<file path="src/rrn_consts.svh">
// Opcode patterns, field positions and timing constants of the return/rotate/negate executor
`ifndef RRN_CONSTS_SVH
`define RRN_CONSTS_SVH

`define RRN_OP_NOP         16'h0000
`define RRN_OP_RETURN      16'h0002
`define RRN_OP_RETEI       16'h0005
`define RRN_RETURN_WITH_LITERAL_HI       8'hB6
`define RRN_NEGATE_WORKING_HI7       7'h16
`define RRN_ROTATE_LEFT_VIA_CARRY_HI7       7'h0D
`define RRN_SEL_BIT        8
`define RRN_GID_BIT        4
`define RRN_CARRY_BIT      0
`define RRN_DC_BIT         1
`define RRN_ZERO_BIT       2
`define RRN_OV_BIT         3
`define RRN_STATUS_RESET   8'h00
`define RRN_CORE_STA_RESET 8'h10
`define RRN_W_RESET        8'h00
`define RRN_PHASES         4

`endif

</file>
<file path="src/rrn_pkg.sv">
// Types shared by the return/rotate/negate executor
package rrn_pkg;
	typedef enum logic [1:0] {
		PH_DECODE,
		PH_READ,
		PH_PROCESS,
		PH_WRITE
	} rrn_phase_e;

	typedef enum logic [2:0] {
		OP_NONE,
		OP_NOP,
		OP_NEGATE_WORKING,
		OP_RETEI,
		OP_RETURN_WITH_LITERAL,
		OP_RETURN,
		OP_ROTATE_LEFT_VIA_CARRY
	} rrn_op_e;
endpackage

</file>
<file path="src/rrn_decode.sv">
// Opcode classifier for the return/rotate/negate instruction group
`timescale 1ns/10ps
`include "rrn_consts.svh"

module rrn_decode (
	input  wire logic [15:0]      opcode,
	output rrn_pkg::rrn_op_e      op_kind
);
	// Exact matches first; field-carrying patterns compare only their fixed bits
	always_comb begin
		if (opcode == `RRN_OP_NOP) begin
			op_kind = rrn_pkg::OP_NOP;                      // RULE3
		end else if (opcode == `RRN_OP_RETEI) begin
			op_kind = rrn_pkg::OP_RETEI;                    // RULE4
		end else if (opcode == `RRN_OP_RETURN) begin
			op_kind = rrn_pkg::OP_RETURN;                   // RULE10
		end else if (opcode[15:8] == `RRN_RETURN_WITH_LITERAL_HI) begin
			op_kind = rrn_pkg::OP_RETURN_WITH_LITERAL;                    // RULE7
		end else if (opcode[15:9] == `RRN_NEGATE_WORKING_HI7) begin
			op_kind = rrn_pkg::OP_NEGATE_WORKING;                     // RULE1
		end else if (opcode[15:9] == `RRN_ROTATE_LEFT_VIA_CARRY_HI7) begin
			op_kind = rrn_pkg::OP_ROTATE_LEFT_VIA_CARRY;                     // RULE11
		end else begin
			op_kind = rrn_pkg::OP_NONE;
		end
	end
endmodule

</file>
<file path="src/rrn_exec.sv">
// Executor for negate, no-op, returns and rotate-left-through-carry, in four quarter phases
// Behaviour
// RULE1 - Negate forms two's complement of working; select 0 writes working and f, 1 f only
// RULE2 - Negate writes file register and optional working register in the fourth phase; the file write strobe stands in the next decode phase
// RULE3 - No-op is all zeros, one cycle, changes nothing but advances the program counter
// RULE4 - Return-enable-interrupts decodes from 0x0005, takes two cycles, second idle
// RULE5 - Return-enable-interrupts pops stack into program counter in first cycle's fourth phase; the pop strobe stands in the second cycle's decode phase
// RULE6 - Return-enable-interrupts clears interrupt disable bit 4 in third phase, nothing else
// RULE7 - Return-with-literal decodes from upper byte 0xB6 and loads low byte into working
// RULE8 - Return-with-literal pops stack into PC, two cycles, second idle, flags untouched
// RULE9 - Every return leaves the program-counter high latch unchanged
// RULE10 - Plain return 0x0002 pops stack into PC in two cycles, no flag or interrupt change
// RULE11 - Rotate left via carry: old carry to bit 0, old bit 7 to carry, only carry
// RULE12 - Rotate destination 0 writes working, 1 writes file register, one cycle
// RULE13 - Each instruction cycle runs decode, read, process, write phases in order
`timescale 1ns/10ps
`include "rrn_consts.svh"

module rrn_exec #(
	parameter int ADDR_W = 8,
	parameter int PC_W   = 16
) (
	input  wire logic              sys_clk,
	input  wire logic              reset,
	input  wire logic              clk_en,
	input  wire logic [15:0]       instr,
	input  wire logic              instr_valid,
	input  wire logic [7:0]        file_rd_data,
	input  wire logic [PC_W-1:0]   top_of_stack_entry,
	output logic                   instr_take,
	output logic [1:0]             phase,
	output logic [ADDR_W-1:0]      file_addr,
	output logic                   file_rd_en,
	output logic                   file_wr_en,
	output logic [7:0]             file_wr_data,
	output logic                   stack_pop,
	output logic                   pc_load,
	output logic [PC_W-1:0]        pc_load_value,
	output logic                   pc_advance,
	output logic                   unknown_op,
	output logic [7:0]             working_register,
	output logic [7:0]             alu_status,
	output logic [7:0]             core_status_register
);
	////////////////////////////////////////////////////////////////////////////////////////////
	// State
	typedef struct packed {
		rrn_pkg::rrn_phase_e    ph;
		rrn_pkg::rrn_op_e       op;
		logic [15:0]            ir;
		logic                   idle_cycle;
		logic [7:0]             operand;
		logic [7:0]             result;
		logic [7:0]             w;
		logic [7:0]             st;
		logic [7:0]             csr;
		logic                   f_wr;
		logic [7:0]             f_data;
		logic                   pop;
		logic                   pcl;
		logic [PC_W-1:0]        pcv;
		logic                   adv;
	} rrn_state_s;

	rrn_state_s          state_reg;
	rrn_state_s          state_next;
	rrn_pkg::rrn_op_e    dec_op;
	logic [8:0]          neg_sum;
	logic [4:0]          neg_low;

	// Decode is combinational on the offered opcode; only the decode phase latches its class
	rrn_decode rrn_decode_i (
		.opcode  (instr),
		.op_kind (dec_op)
	);

	////////////////////////////////////////////////////////////////////////////////////////////
	// Arithmetic: negate is ~W + 1, carry/DC taken from the adder as on an add of ~W and 1
	// The adders read the live working register, so a negate always sees the value left
	// by the previous instruction's write phase, never a half-updated one.
	assign neg_sum = {1'b0, ~state_reg.w} + 9'h001;
	assign neg_low = {1'b0, ~state_reg.w[3:0]} + 5'h01;

	////////////////////////////////////////////////////////////////////////////////////////////
	// Next-state: one phase per enabled clock; strobes last exactly one phase
	always_comb begin
		state_next        = state_reg;
		state_next.f_wr   = 1'b0;
		state_next.pop    = 1'b0;
		state_next.pcl    = 1'b0;
		state_next.adv    = 1'b0;
		case (state_reg.ph)
			rrn_pkg::PH_DECODE: begin
				// An idle second cycle of a return ignores the fetch stream
				if (state_reg.idle_cycle) begin
					state_next.op = rrn_pkg::OP_NOP;                // RULE4 RULE8 RULE10
				end else if (instr_valid) begin
					state_next.op = dec_op;
					state_next.ir = instr;
				end else begin
					state_next.op = rrn_pkg::OP_NOP;
				end
				state_next.ph = rrn_pkg::PH_READ;                   // RULE13
			end
			rrn_pkg::PH_READ: begin
				case (state_reg.op)
					rrn_pkg::OP_ROTATE_LEFT_VIA_CARRY:  state_next.operand = file_rd_data;
					rrn_pkg::OP_RETURN_WITH_LITERAL: state_next.operand = state_reg.ir[7:0];  // RULE7
					default:           state_next.operand = state_reg.operand;
				endcase
				state_next.ph = rrn_pkg::PH_PROCESS;                // RULE13
			end
			rrn_pkg::PH_PROCESS: begin
				case (state_reg.op)
					rrn_pkg::OP_NEGATE_WORKING: begin
						state_next.result = neg_sum[7:0];                  // RULE1
						state_next.st[`RRN_CARRY_BIT] = neg_sum[8];
						state_next.st[`RRN_DC_BIT]    = neg_low[4];
						state_next.st[`RRN_ZERO_BIT]  = (neg_sum[7:0] == 8'h00);
						// Overflow only for 0x80: negating the most negative value
						state_next.st[`RRN_OV_BIT]    = state_reg.w[7] & neg_sum[7];
					end
					rrn_pkg::OP_ROTATE_LEFT_VIA_CARRY: begin
						state_next.result = {state_reg.operand[6:0],
							state_reg.st[`RRN_CARRY_BIT]};                   // RULE11
						state_next.st[`RRN_CARRY_BIT] = state_reg.operand[7];  // RULE11
					end
					rrn_pkg::OP_RETEI: begin
						state_next.csr[`RRN_GID_BIT] = 1'b0;                   // RULE6
					end
					default: begin
						state_next.result = state_reg.result;
					end
				endcase
				state_next.ph = rrn_pkg::PH_WRITE;                  // RULE13
			end
			rrn_pkg::PH_WRITE: begin
				state_next.idle_cycle = 1'b0;
				state_next.adv        = 1'b1;                       // RULE3
				case (state_reg.op)
					rrn_pkg::OP_NEGATE_WORKING: begin
						state_next.f_wr   = 1'b1;                          // RULE2
						state_next.f_data = state_reg.result;
						if (!state_reg.ir[`RRN_SEL_BIT]) begin
							state_next.w = state_reg.result;               // RULE1 RULE2
						end
					end
					rrn_pkg::OP_ROTATE_LEFT_VIA_CARRY: begin
						if (state_reg.ir[`RRN_SEL_BIT]) begin
							state_next.f_wr   = 1'b1;                      // RULE12
							state_next.f_data = state_reg.result;
						end else begin
							state_next.w = state_reg.result;               // RULE12
						end
					end
					rrn_pkg::OP_RETEI, rrn_pkg::OP_RETURN, rrn_pkg::OP_RETURN_WITH_LITERAL: begin
						// Pop replaces the advance; the high latch is never touched here
						state_next.adv        = 1'b0;
						state_next.pop        = 1'b1;                      // RULE5 RULE8 RULE10
						state_next.pcl        = 1'b1;                      // RULE9
						state_next.pcv        = top_of_stack_entry;        // RULE5
						state_next.idle_cycle = 1'b1;                      // RULE4 RULE8
						if (state_reg.op == rrn_pkg::OP_RETURN_WITH_LITERAL) begin
							state_next.w = state_reg.operand;              // RULE7
						end
					end
					rrn_pkg::OP_NOP: begin
						// Second cycle of a return is its own stall: no advance
						state_next.adv = ~state_reg.idle_cycle;            // RULE3
					end
					default: begin
						state_next.adv = 1'b1;
					end
				endcase
				state_next.ph = rrn_pkg::PH_DECODE;                 // RULE13
			end
			default: begin
				state_next.ph = rrn_pkg::PH_DECODE;
			end
		endcase
	end

	////////////////////////////////////////////////////////////////////////////////////////////
	// State register; clock enable low freezes everything including the strobes
	// Reset wins over the clock enable so a frozen core can still be brought to a known state
	always_ff @(posedge sys_clk) begin
		if (reset) begin
			state_reg            <= '0;
			state_reg.ph         <= rrn_pkg::PH_DECODE;
			state_reg.op         <= rrn_pkg::OP_NONE;
			state_reg.w          <= `RRN_W_RESET;
			state_reg.st         <= `RRN_STATUS_RESET;
			state_reg.csr        <= `RRN_CORE_STA_RESET;
		end else if (clk_en) begin
			state_reg <= state_next;
		end
	end

	////////////////////////////////////////////////////////////////////////////////////////////
	// Outputs
	// Write, pop, load and advance strobes are registered: they stand during the decode phase after the write phase,
	// and the partner must act on them at the next enabled edge. This costs one phase of
	// latency but keeps those strobes glitch free.
	assign instr_take           = clk_en & (state_reg.ph == rrn_pkg::PH_DECODE)
		& instr_valid & ~state_reg.idle_cycle;
	assign phase                = state_reg.ph;
	assign file_addr            = state_reg.ir[ADDR_W-1:0];
	assign file_rd_en           = (state_reg.ph == rrn_pkg::PH_READ)
		& (state_reg.op == rrn_pkg::OP_ROTATE_LEFT_VIA_CARRY);
	assign file_wr_en           = state_reg.f_wr;
	assign file_wr_data         = state_reg.f_data;
	assign stack_pop            = state_reg.pop;
	assign pc_load              = state_reg.pcl;
	assign pc_load_value        = state_reg.pcv;
	assign pc_advance           = state_reg.adv;
	assign unknown_op           = (state_reg.op == rrn_pkg::OP_NONE)
		& (state_reg.ph != rrn_pkg::PH_DECODE);
	assign working_register     = state_reg.w;
	assign alu_status           = state_reg.st;
	assign core_status_register = state_reg.csr;
endmodule

</file>
<file path="config.mk">
export PLATFORM = sky130hd
export DESIGN_NAME = rrn_exec
export DESIGN_NICKNAME = d
export VERILOG_FILES = /design/src/rrn_pkg.sv /design/src/rrn_decode.sv /design/src/rrn_exec.sv
export VERILOG_INCLUDE_DIRS = /design/src /design/src/src
export SDC_FILE = /design/constraint.sdc
export NUM_CORES = 1
export LEC_CHECK = 0
export ABC_AREA = 1
export BUFFER_PORTS_ARGS = -buffer_cell sky130_fd_sc_hd__buf_2
export CAP_MARGIN = 20
export CORE_ASPECT_RATIO = 1.75
export CORE_MARGIN = 2
export CORE_UTILIZATION = 31
export CTS_CLUSTER_DIAMETER = 80
export DETAILED_ROUTE_END_ITERATION = 8
export HOLD_SLACK_MARGIN = 0.12
export PLACE_DENSITY = 0.55
export RECOVER_POWER = 100
export SLEW_MARGIN = 25
export SYNTH_ARGS = -nofsm -noshare
export SYNTH_HDL_FRONTEND = slang
export SYNTH_SLANG_ARGS = --single-unit
export TNS_END_PERCENT = 10
</file>
<file path="constraint.sdc">
create_clock -name sys_clk -period 2.02 [get_ports sys_clk]
set_clock_uncertainty 0.05 [all_clocks]
set_input_delay 0.202 -clock sys_clk [delete_from_list [all_inputs] [get_ports sys_clk]]
set_output_delay 0.202 -clock sys_clk [all_outputs]
set_load 0.01 [all_outputs]
</file>
### After elaboration in Yosys (flattened, before gate mapping)

Index checks and enable logic that the tools add are counted.

| word-level totals | value |
|---|---|
| bits in registers | 72 |
| memories | 0 |
| input bits | 44 |
| logic and storage cells | 85 |
| bits in writable memories | 0 |
| output and inout port bits | 65 |
| ROM bits | 0 |
| latch bits | 0 |

| cells by class | value |
|---|---|
| bitwise operators | 9 |
| div/mod/pow operators | 0 |
| $mul | 0 |
| shift operators | 0 |
| reductions and logical operators | 20 |
| equal/unequal tests | 17 |
| add/sub/neg operators | 2 |
| muxes and demuxes | 21 |
| order comparisons | 0 |

Operators by type and width:

| cell | number |
|---|---|
| $pmux W8 S2 | 3 |
| $mux W28 | 1 |
| $mux W3 | 8 |
| $mux W18 | 1 |
| $pmux W9 S2 | 1 |
| $eq A16 B2 Y1 const B | 1 |
| $eq A16 B3 Y1 const B | 1 |
| $logic_not A16 Y1 | 1 |
| $mux W8 | 2 |
| $reduce_and A3 Y1 | 5 |
| $add A8 B1 Y9 const B | 1 |
| $eq A3 B3 Y1 const B | 3 |
| $mux W9 | 1 |
| $eq A8 B8 Y1 const B | 1 |
| $logic_not A8 Y1 | 1 |
| $not A8 Y8 | 1 |
| $pmux W2 S4 | 1 |
| $reduce_and A4 Y1 | 2 |
| $reduce_bool A2 Y1 | 4 |
| $eq A7 B4 Y1 const B | 1 |
| $eq A7 B5 Y1 const B | 1 |
| $and A1 B1 Y1 | 6 |
| $eq A3 B2 Y1 const B | 2 |
| $ne A2 B2 Y1 const B | 3 |
| 14 further kinds | 17 |

### Logic depth before layout (Yosys ltp)

Gate-level depths: netlist (run 1).

| logic depth | value |
|---|---|
| depth in word-level cells | 9 |
| gate-level depth with buffers | 10 |
| gate-level depth less buffers | 10 |

### By module

From an unflattened synthesis (run 1), not the netlist that was laid out.

| unflattened totals | value |
|---|---|
| cells, all modules | 512 |
| area total of the unflattened synthesis | 3786.1 um^2 |

Modules (own cells, without submodules):

| module | seq. area each (um^2) | times used | cells each | area each (um^2) |
|---|---|---|---|---|
| rrn_exec | 1421.4 | 1 | 466 | 3595.9 |
| rrn_decode | 0.0 | 1 | 46 | 190.2 |

### Least setup slack after synthesis (run 1)

Ideal clock, no wire load.

| path | value |
|---|---|
| path kind | reg-to-reg |
| start point | register state_reg (netlist bit phase[0]) |
| end point | register state_reg (netlist bit working_register[5]) |
| data required time | 1851 ps |
| setup time | 119 ps |
| path buffers | 1 |
| setup slack | 571 ps |
| cell stages (with the launch flop) | 8 |
| period minus slack after synthesis | 1449 ps |
| arrival | 1280 ps |
| cells stage by stage | dfxtp_1 -> ha_1 -> nand2_1 -> inv_1 -> o2111ai_2 -> buf_6 -> o21ai_0 -> a21oi_1 |

| on the way | value |
|---|---|
| cells in the longest elaborated chain, start to end | 2 |

Ends and longest elaborated chain:

| item | line | text |
|---|---|---|
| start, declared | rrn_exec.sv:65 | `rrn_state_s state_reg;` |
| start signal, assigned | rrn_exec.sv:195 | `state_reg <= state_next;` |
| $eq A2 B2 Y1 | rrn_exec.sv:92 | `case (state_reg.ph)` |
| $reduce_and A5 Y1 (no line) | - |  |

No other way between the ends.
A chain may end at the register's enable or synchronous reset.

### Final worst setup path (run 1)

| path | value |
|---|---|
| start point | register state_reg[86] (netlist name) |
| end point | output file_rd_en |

| on the way | value |
|---|---|
| cells in the longest elaborated chain, start to end | 2 |

Ends and longest elaborated chain:

| item | line | text |
|---|---|---|
| $eq A3 B3 Y1 | rrn_exec.sv:209 | `& (state_reg.op == rrn_pkg::OP_ROTATE_LEFT_VIA_CARRY);` |
| $and A1 B1 Y1 | rrn_exec.sv:209 |  |
| end, declared | rrn_exec.sv:33 | `output logic file_rd_en,` |

No other way between the ends.

==> flow_summary.toml, run 1 <==
[run_status]
outcome = "finished clean"

[layout]
final_cell_area_mm2 = 0.00443
fill_cells = 1295
drive_gt1_share_pct = 13.6
area_growth_pct = 18.8
largest_register_ff_count = 21
finalNetCount = 643
antennaDiodeCount = 0

[drt]
vias_per_cell = 4.73
vias = 3465
wirelength_um = 10200
drtIter0Drc = 178
route.detailed.drc = 0
wl_per_cell_um = 13.9
drt_first_pass_iters = 4
ant_nets = 0

[die]
fp.dieH_um = 149
initial_core_util_pct = 31.4
rows = 53
die_x_um = 86.9
core_area_mm2 = 0.0119
dieArea_mm2 = 0.0130
pin_count = 109

[synthesis]
synth_edf_count = 0
synth_top_area_share_pct = 38.1
syn_inst = 508
ys_seq_elements = 71
synth_area_mm2 = 0.00373
synthTopCellsByArea = "dfxtp_1 38%, buf_4 13%, nor2_1 9.4%, nand2_1 7.5%, o21ai_0 7.4%"
yosysSeqAreaShare_pct = 38.1
avgSynthCellArea_um2 = 7.34
ys.flop_type = "dfxtp_1"
ys_async_sr_fraction_pct = 0
ys_top_cells_by_count = "93 x nor2_1, 75 x nand2_1, 71 x dfxtp_1, 63 x buf_4, 55 x o21ai_0"
synth_warnings = 0
yosysUniqueCellTypes = 32
yosysMostFrequentCell = "nor2_1"
yosys.area.top_type = "dfxtp_1"

[worst_hold_path]
min_delay_path_depth = 3
hp-class = "in2reg"

[pwr]
peakVddDrop_mv = 0.473
p_leak_nw = 1.87
total_power_mw = 3.12
power.density_mw_per_mm2 = 703

[critical_path]
path_class = "reg2out"
cpPeakStageDelay_ps = 470
endpoint_kind = "output port"
critical_path.max_fanout = 8
crit_required_ps = 1770
reg2reg_depth = 7
cp.arrival_ps = 1680
crit_chain = "inv_1, nor2_2, nand2_1, nor2_1, buf_2"
crit_slowest_cell = "dfxtp_1"
critPathLaunchType = "register"

[grt]
grt_pass1_wl_um = 15500
track_usage_pct = 15.6
grt_max_degree = 51
antenna_found_initial = 0
grt_pass1_vias = 3145
grt_overflow = 0

[timing]
hold_violations = 0
holdWs_ps = 145
fmax_mhz = 518
final_max_slew_viol_count = 0
setup-violations-final = 0
finalCritPeriodShare_pct = 95.5
timing.setup.tns_ps = 0
slew_headroom_pct = 49.1
layout_min_cycle_time_ps = 1930
rsz0062_at_grt = "no"
max_slew.worst_pin.slew_ps = 759

[clocking]
cts-root-buf = "clkbuf_16"
htreeDepth = 3
cts_resized = 0
clk_latency_ps = 330
clkSinkCount = 71
ctsLongestPathBuffers = 2
path_clk_slew_ps = 50
cts_tree = "yes"
cts_buffers = 9

[placement]
hpwl_um = 7650
io_buffer_count = 97
dpl_cell_area_mm2 = 0.00393
gp_congestion = 0.852

[flow_run]
drv_cap = 0
[worst paths after layout]
path,startpoint,end,slack (ps)
max,state_reg[86],file_rd_en,90
min,file_rd_data[3],state_reg[63],150
max reg2reg,state_reg[86],file_wr_data[3],170
min reg2reg,file_wr_data[7],file_wr_data[7],420
[cell families after synthesis]
kind of cell	Yosys count	share of synthesized area [%]
and+or+nand+nor	195	22.2
xor gates and xnor gates	1	0.235
other	1	0.101
adders and majority gates	7	2.35
buffers and inverters	117	18.8
DFF	71	38.1
AOI/OAI and AO/OA	116	18.2
[where the power goes]
| group | internal (mW) | switching, mW |
|---|---|---|
| logic | 0.116 | 0.143 |
| registers | 1.42 | 0.0190 |
| clock network | 0.855 | 0.562 |
[through the flow]
stage / utilization (%) / std cells / worst slack [ps]
2_1_floorplan: - / 518 / 571
4_1_cts: 38.1 / 731 / 152
3_5_place_dp: 33.1 / 684 / 227
5_1_grt: 37.3 / 733 / 14.4
3_3_place_gp: 33.1 / 684 / 313
6_report: 37.3 / 733 / 90.7
[cell usage in the layout (no fill, tap or decap), types with 2 or more instances in the layout]
cell	count
clkinvlp_4	2
clkbuf_1	57
o21ai_0	55
o22ai_1	12
dfxtp_1	71
nand2_1	76
dlygate4sd3_1	32
conb_1	11
a211oi_1	2
inv_1	41
buf_2	44
clkbuf_16	9
nand2_2	4
nor2_1	93
nand3_1	10
a21oi_1	35
nand4_1	5
ha_1	7
buf_4	6
a21o_1	2
a211oi_2	7
[repair_timing]
action	in CTS	in global routing
hold buffers	32	0
buffers inserted	0	2
hold endpoints to repair	32	0
setup endpoints to repair	0	1
[area by class of cell]
class / instances / area [um2] / share of cell area [%]
clock buffers: 12 / 246 / 5.56
clock inverters: 3 / 20.0 / 0.452
inverters: 43 / 164 / 3.70
multi-input cells: 330 / 1620 / 36.5
flip-flops and latches: 71 / 1420 / 32.1
well taps: 137 / 171 / 3.87
repair buffers: 137 / 792 / 17.9
[critical path: cells and delay by family, from the launching register on]
family / cells / cell delay, ps
and+or+nand+nor: 3 / 540
DFF: 1 / 470
buffers and inverters: 2 / 340
[metal layers]
layer	global-route usage, %	wire length, um
met1	15.7	3730
met2	29.7	5750
met3	3.38	415
met4	6.72	282
met5	0	0
No activity file was read; power rests on OpenSTA's default activity.
==> run 2: changes to the inputs <==
CORE_UTILIZATION = 52   (was 31)
PLACE_DENSITY = 0.83   (was 0.55)
==> run 2 against run 1 <==
Effect of this change: clock power increased by 11%; highest routed layer unchanged; first-iteration DRC count grew 46%; core utilization increased by 26 points; sequential power barely moved; count of clock-buffer cells in the layout decreased by 3; non-clock buffer count fell by 8.
==> flow_summary.toml, run 2 (synthesis gave the netlist of run 1 again) <==
[drt]
wl_per_cell_um = 14.4
drtIter0Drc = 259
drt_first_pass_iters = 5
vias_per_cell = 5.27
route.detailed.drc = 0
vias = 3545
ant_nets = 0
wirelength_um = 9670

[clocking]
ctsLongestPathBuffers = 2
cts-root-buf = "clkbuf_16"
clkSinkCount = 71
cts_tree = "yes"
cts_setup_buffers = 0
clk_latency_ps = 330
htreeDepth = 3
cts_buffers = 9
path_clk_slew_ps = 60

[grt]
antenna_found_initial = 0
grt-busiest-layer = "met2"
grt_pass1_wl_um = 15500
use_met3_pct = 5.92
grtUsageMet1_pct = 25.5
use_met2_pct = 47.4
grt_pass1_vias = 3495
grt_overflow = 0
grt_max_degree = 35
track_usage_pct = 26.0

[placement]
hpwl_um = 6650
gp_congestion = 0.907
dp.cells = 629
io_buffer_count = 97

[critical_path]
path_class = "reg2out"
critPathLaunchType = "register"
crit_required_ps = 1770
endpoint_kind = "output port"
critical_path.max_fanout = 6
cp.arrival_ps = 1630

[die]
core_area_mm2 = 0.00691
pin_count = 109
fp.dieH_um = 116
rows = 40
initial_core_util_pct = 54.0
die_x_um = 68.0
dieArea_mm2 = 0.00790

[timing]
final_max_slew_viol_count = 0
rsz0062_at_grt = "no"
setup-violations-final = 0
hold_violations = 0
layout_min_cycle_time_ps = 1880
timing.setup.tns_ps = 0
fmax_mhz = 531
max_slew.worst_pin.slew_ps = 707
finalCritPeriodShare_pct = 93.1
slew_headroom_pct = 52.6

[run_status]
outcome = "finished clean"

[pwr]
p_leak_nw = 1.88
power.density_mw_per_mm2 = 751
peakVddDrop_mv = 0.652

[layout]
antennaDiodeCount = 0
area_growth_pct = 16.5
final_cell_mix = "92 x nor2_1, 75 x nand2_1, 71 x dfxtp_1, 55 x o21ai_0, 54 x clkbuf_1"
largest_register_ff_count = 21
finalNonFillerCells = 673
finalNetCount = 635
final_common_cell = "nor2_1"
drive_gt1_share_pct = 13.9

[flow_run]
drv_cap = 0

[worst_hold_path]
hp-class = "in2reg"
-- run 2: what timing repair did --
action / in CTS / in global routing
gates resized for setup: 0 / 1
hold buffers: 28 / 0
hold endpoints to repair: 28 / 0
setup endpoints to repair: 0 / 1
-- run 2: layout make-up --
cell class	instances	area, um2
Clock buffer	9	225
Clock inverter	7	72.6
Fill cell	635	2560
Inverter	43	164
Multi-Input combinational cell	330	1620
Sequential cell	71	1420
Tap cell	84	105
Timing Repair Buffer	129	738
-- run 2: power by group --
| part | switching, mW | internal (mW) |
|---|---|---|
| sequential | 0.0199 | 1.42 |
| combinational | 0.143 | 0.113 |
| clock | 0.613 | 0.956 |
-- run 2: final timing paths --
path / slack (ps) / to / from / depth (start not counted)
max: 140 / instr_take / phase[0] / 5
min: 120 / file_addr[2] / instr[2] / 3
max reg2reg: 180 / pc_load_value[9] / state_reg[87] / 7
min reg2reg: 420 / file_wr_data[1] / file_wr_data[1] / 2
-- run 2: metal layers --
layer  part of all wire (%)  up-vias
li1                       -     1739
met2                     55      147
met3                    5.8       39
met4                    4.5        0
met1                     35     1620
met5                      0        -
-- run 2: metrics by stage --
step           utilization (%)  power [mW]  setup WS [ps]  cell area, um2  hold WS [ps]
2_1_floorplan                -        1.62            571            3770           225
4_1_cts                   64.3        3.28           27.1            4440           125
3_5_place_dp              55.9        1.69            233            3860           403
5_1_grt                   63.0        3.36           30.8            4350           132
3_3_place_gp              55.9        1.68            265            3860           396
6_report                  63.0        3.27            139            4350           120
-- run 2: critical path, cell delays in order (launching register included) --
cell and delay, ps:
dfxtp_1 340, inv_1 140, ha_1 210, nand2_1 130, nor2_2 290, clkbuf_1 190
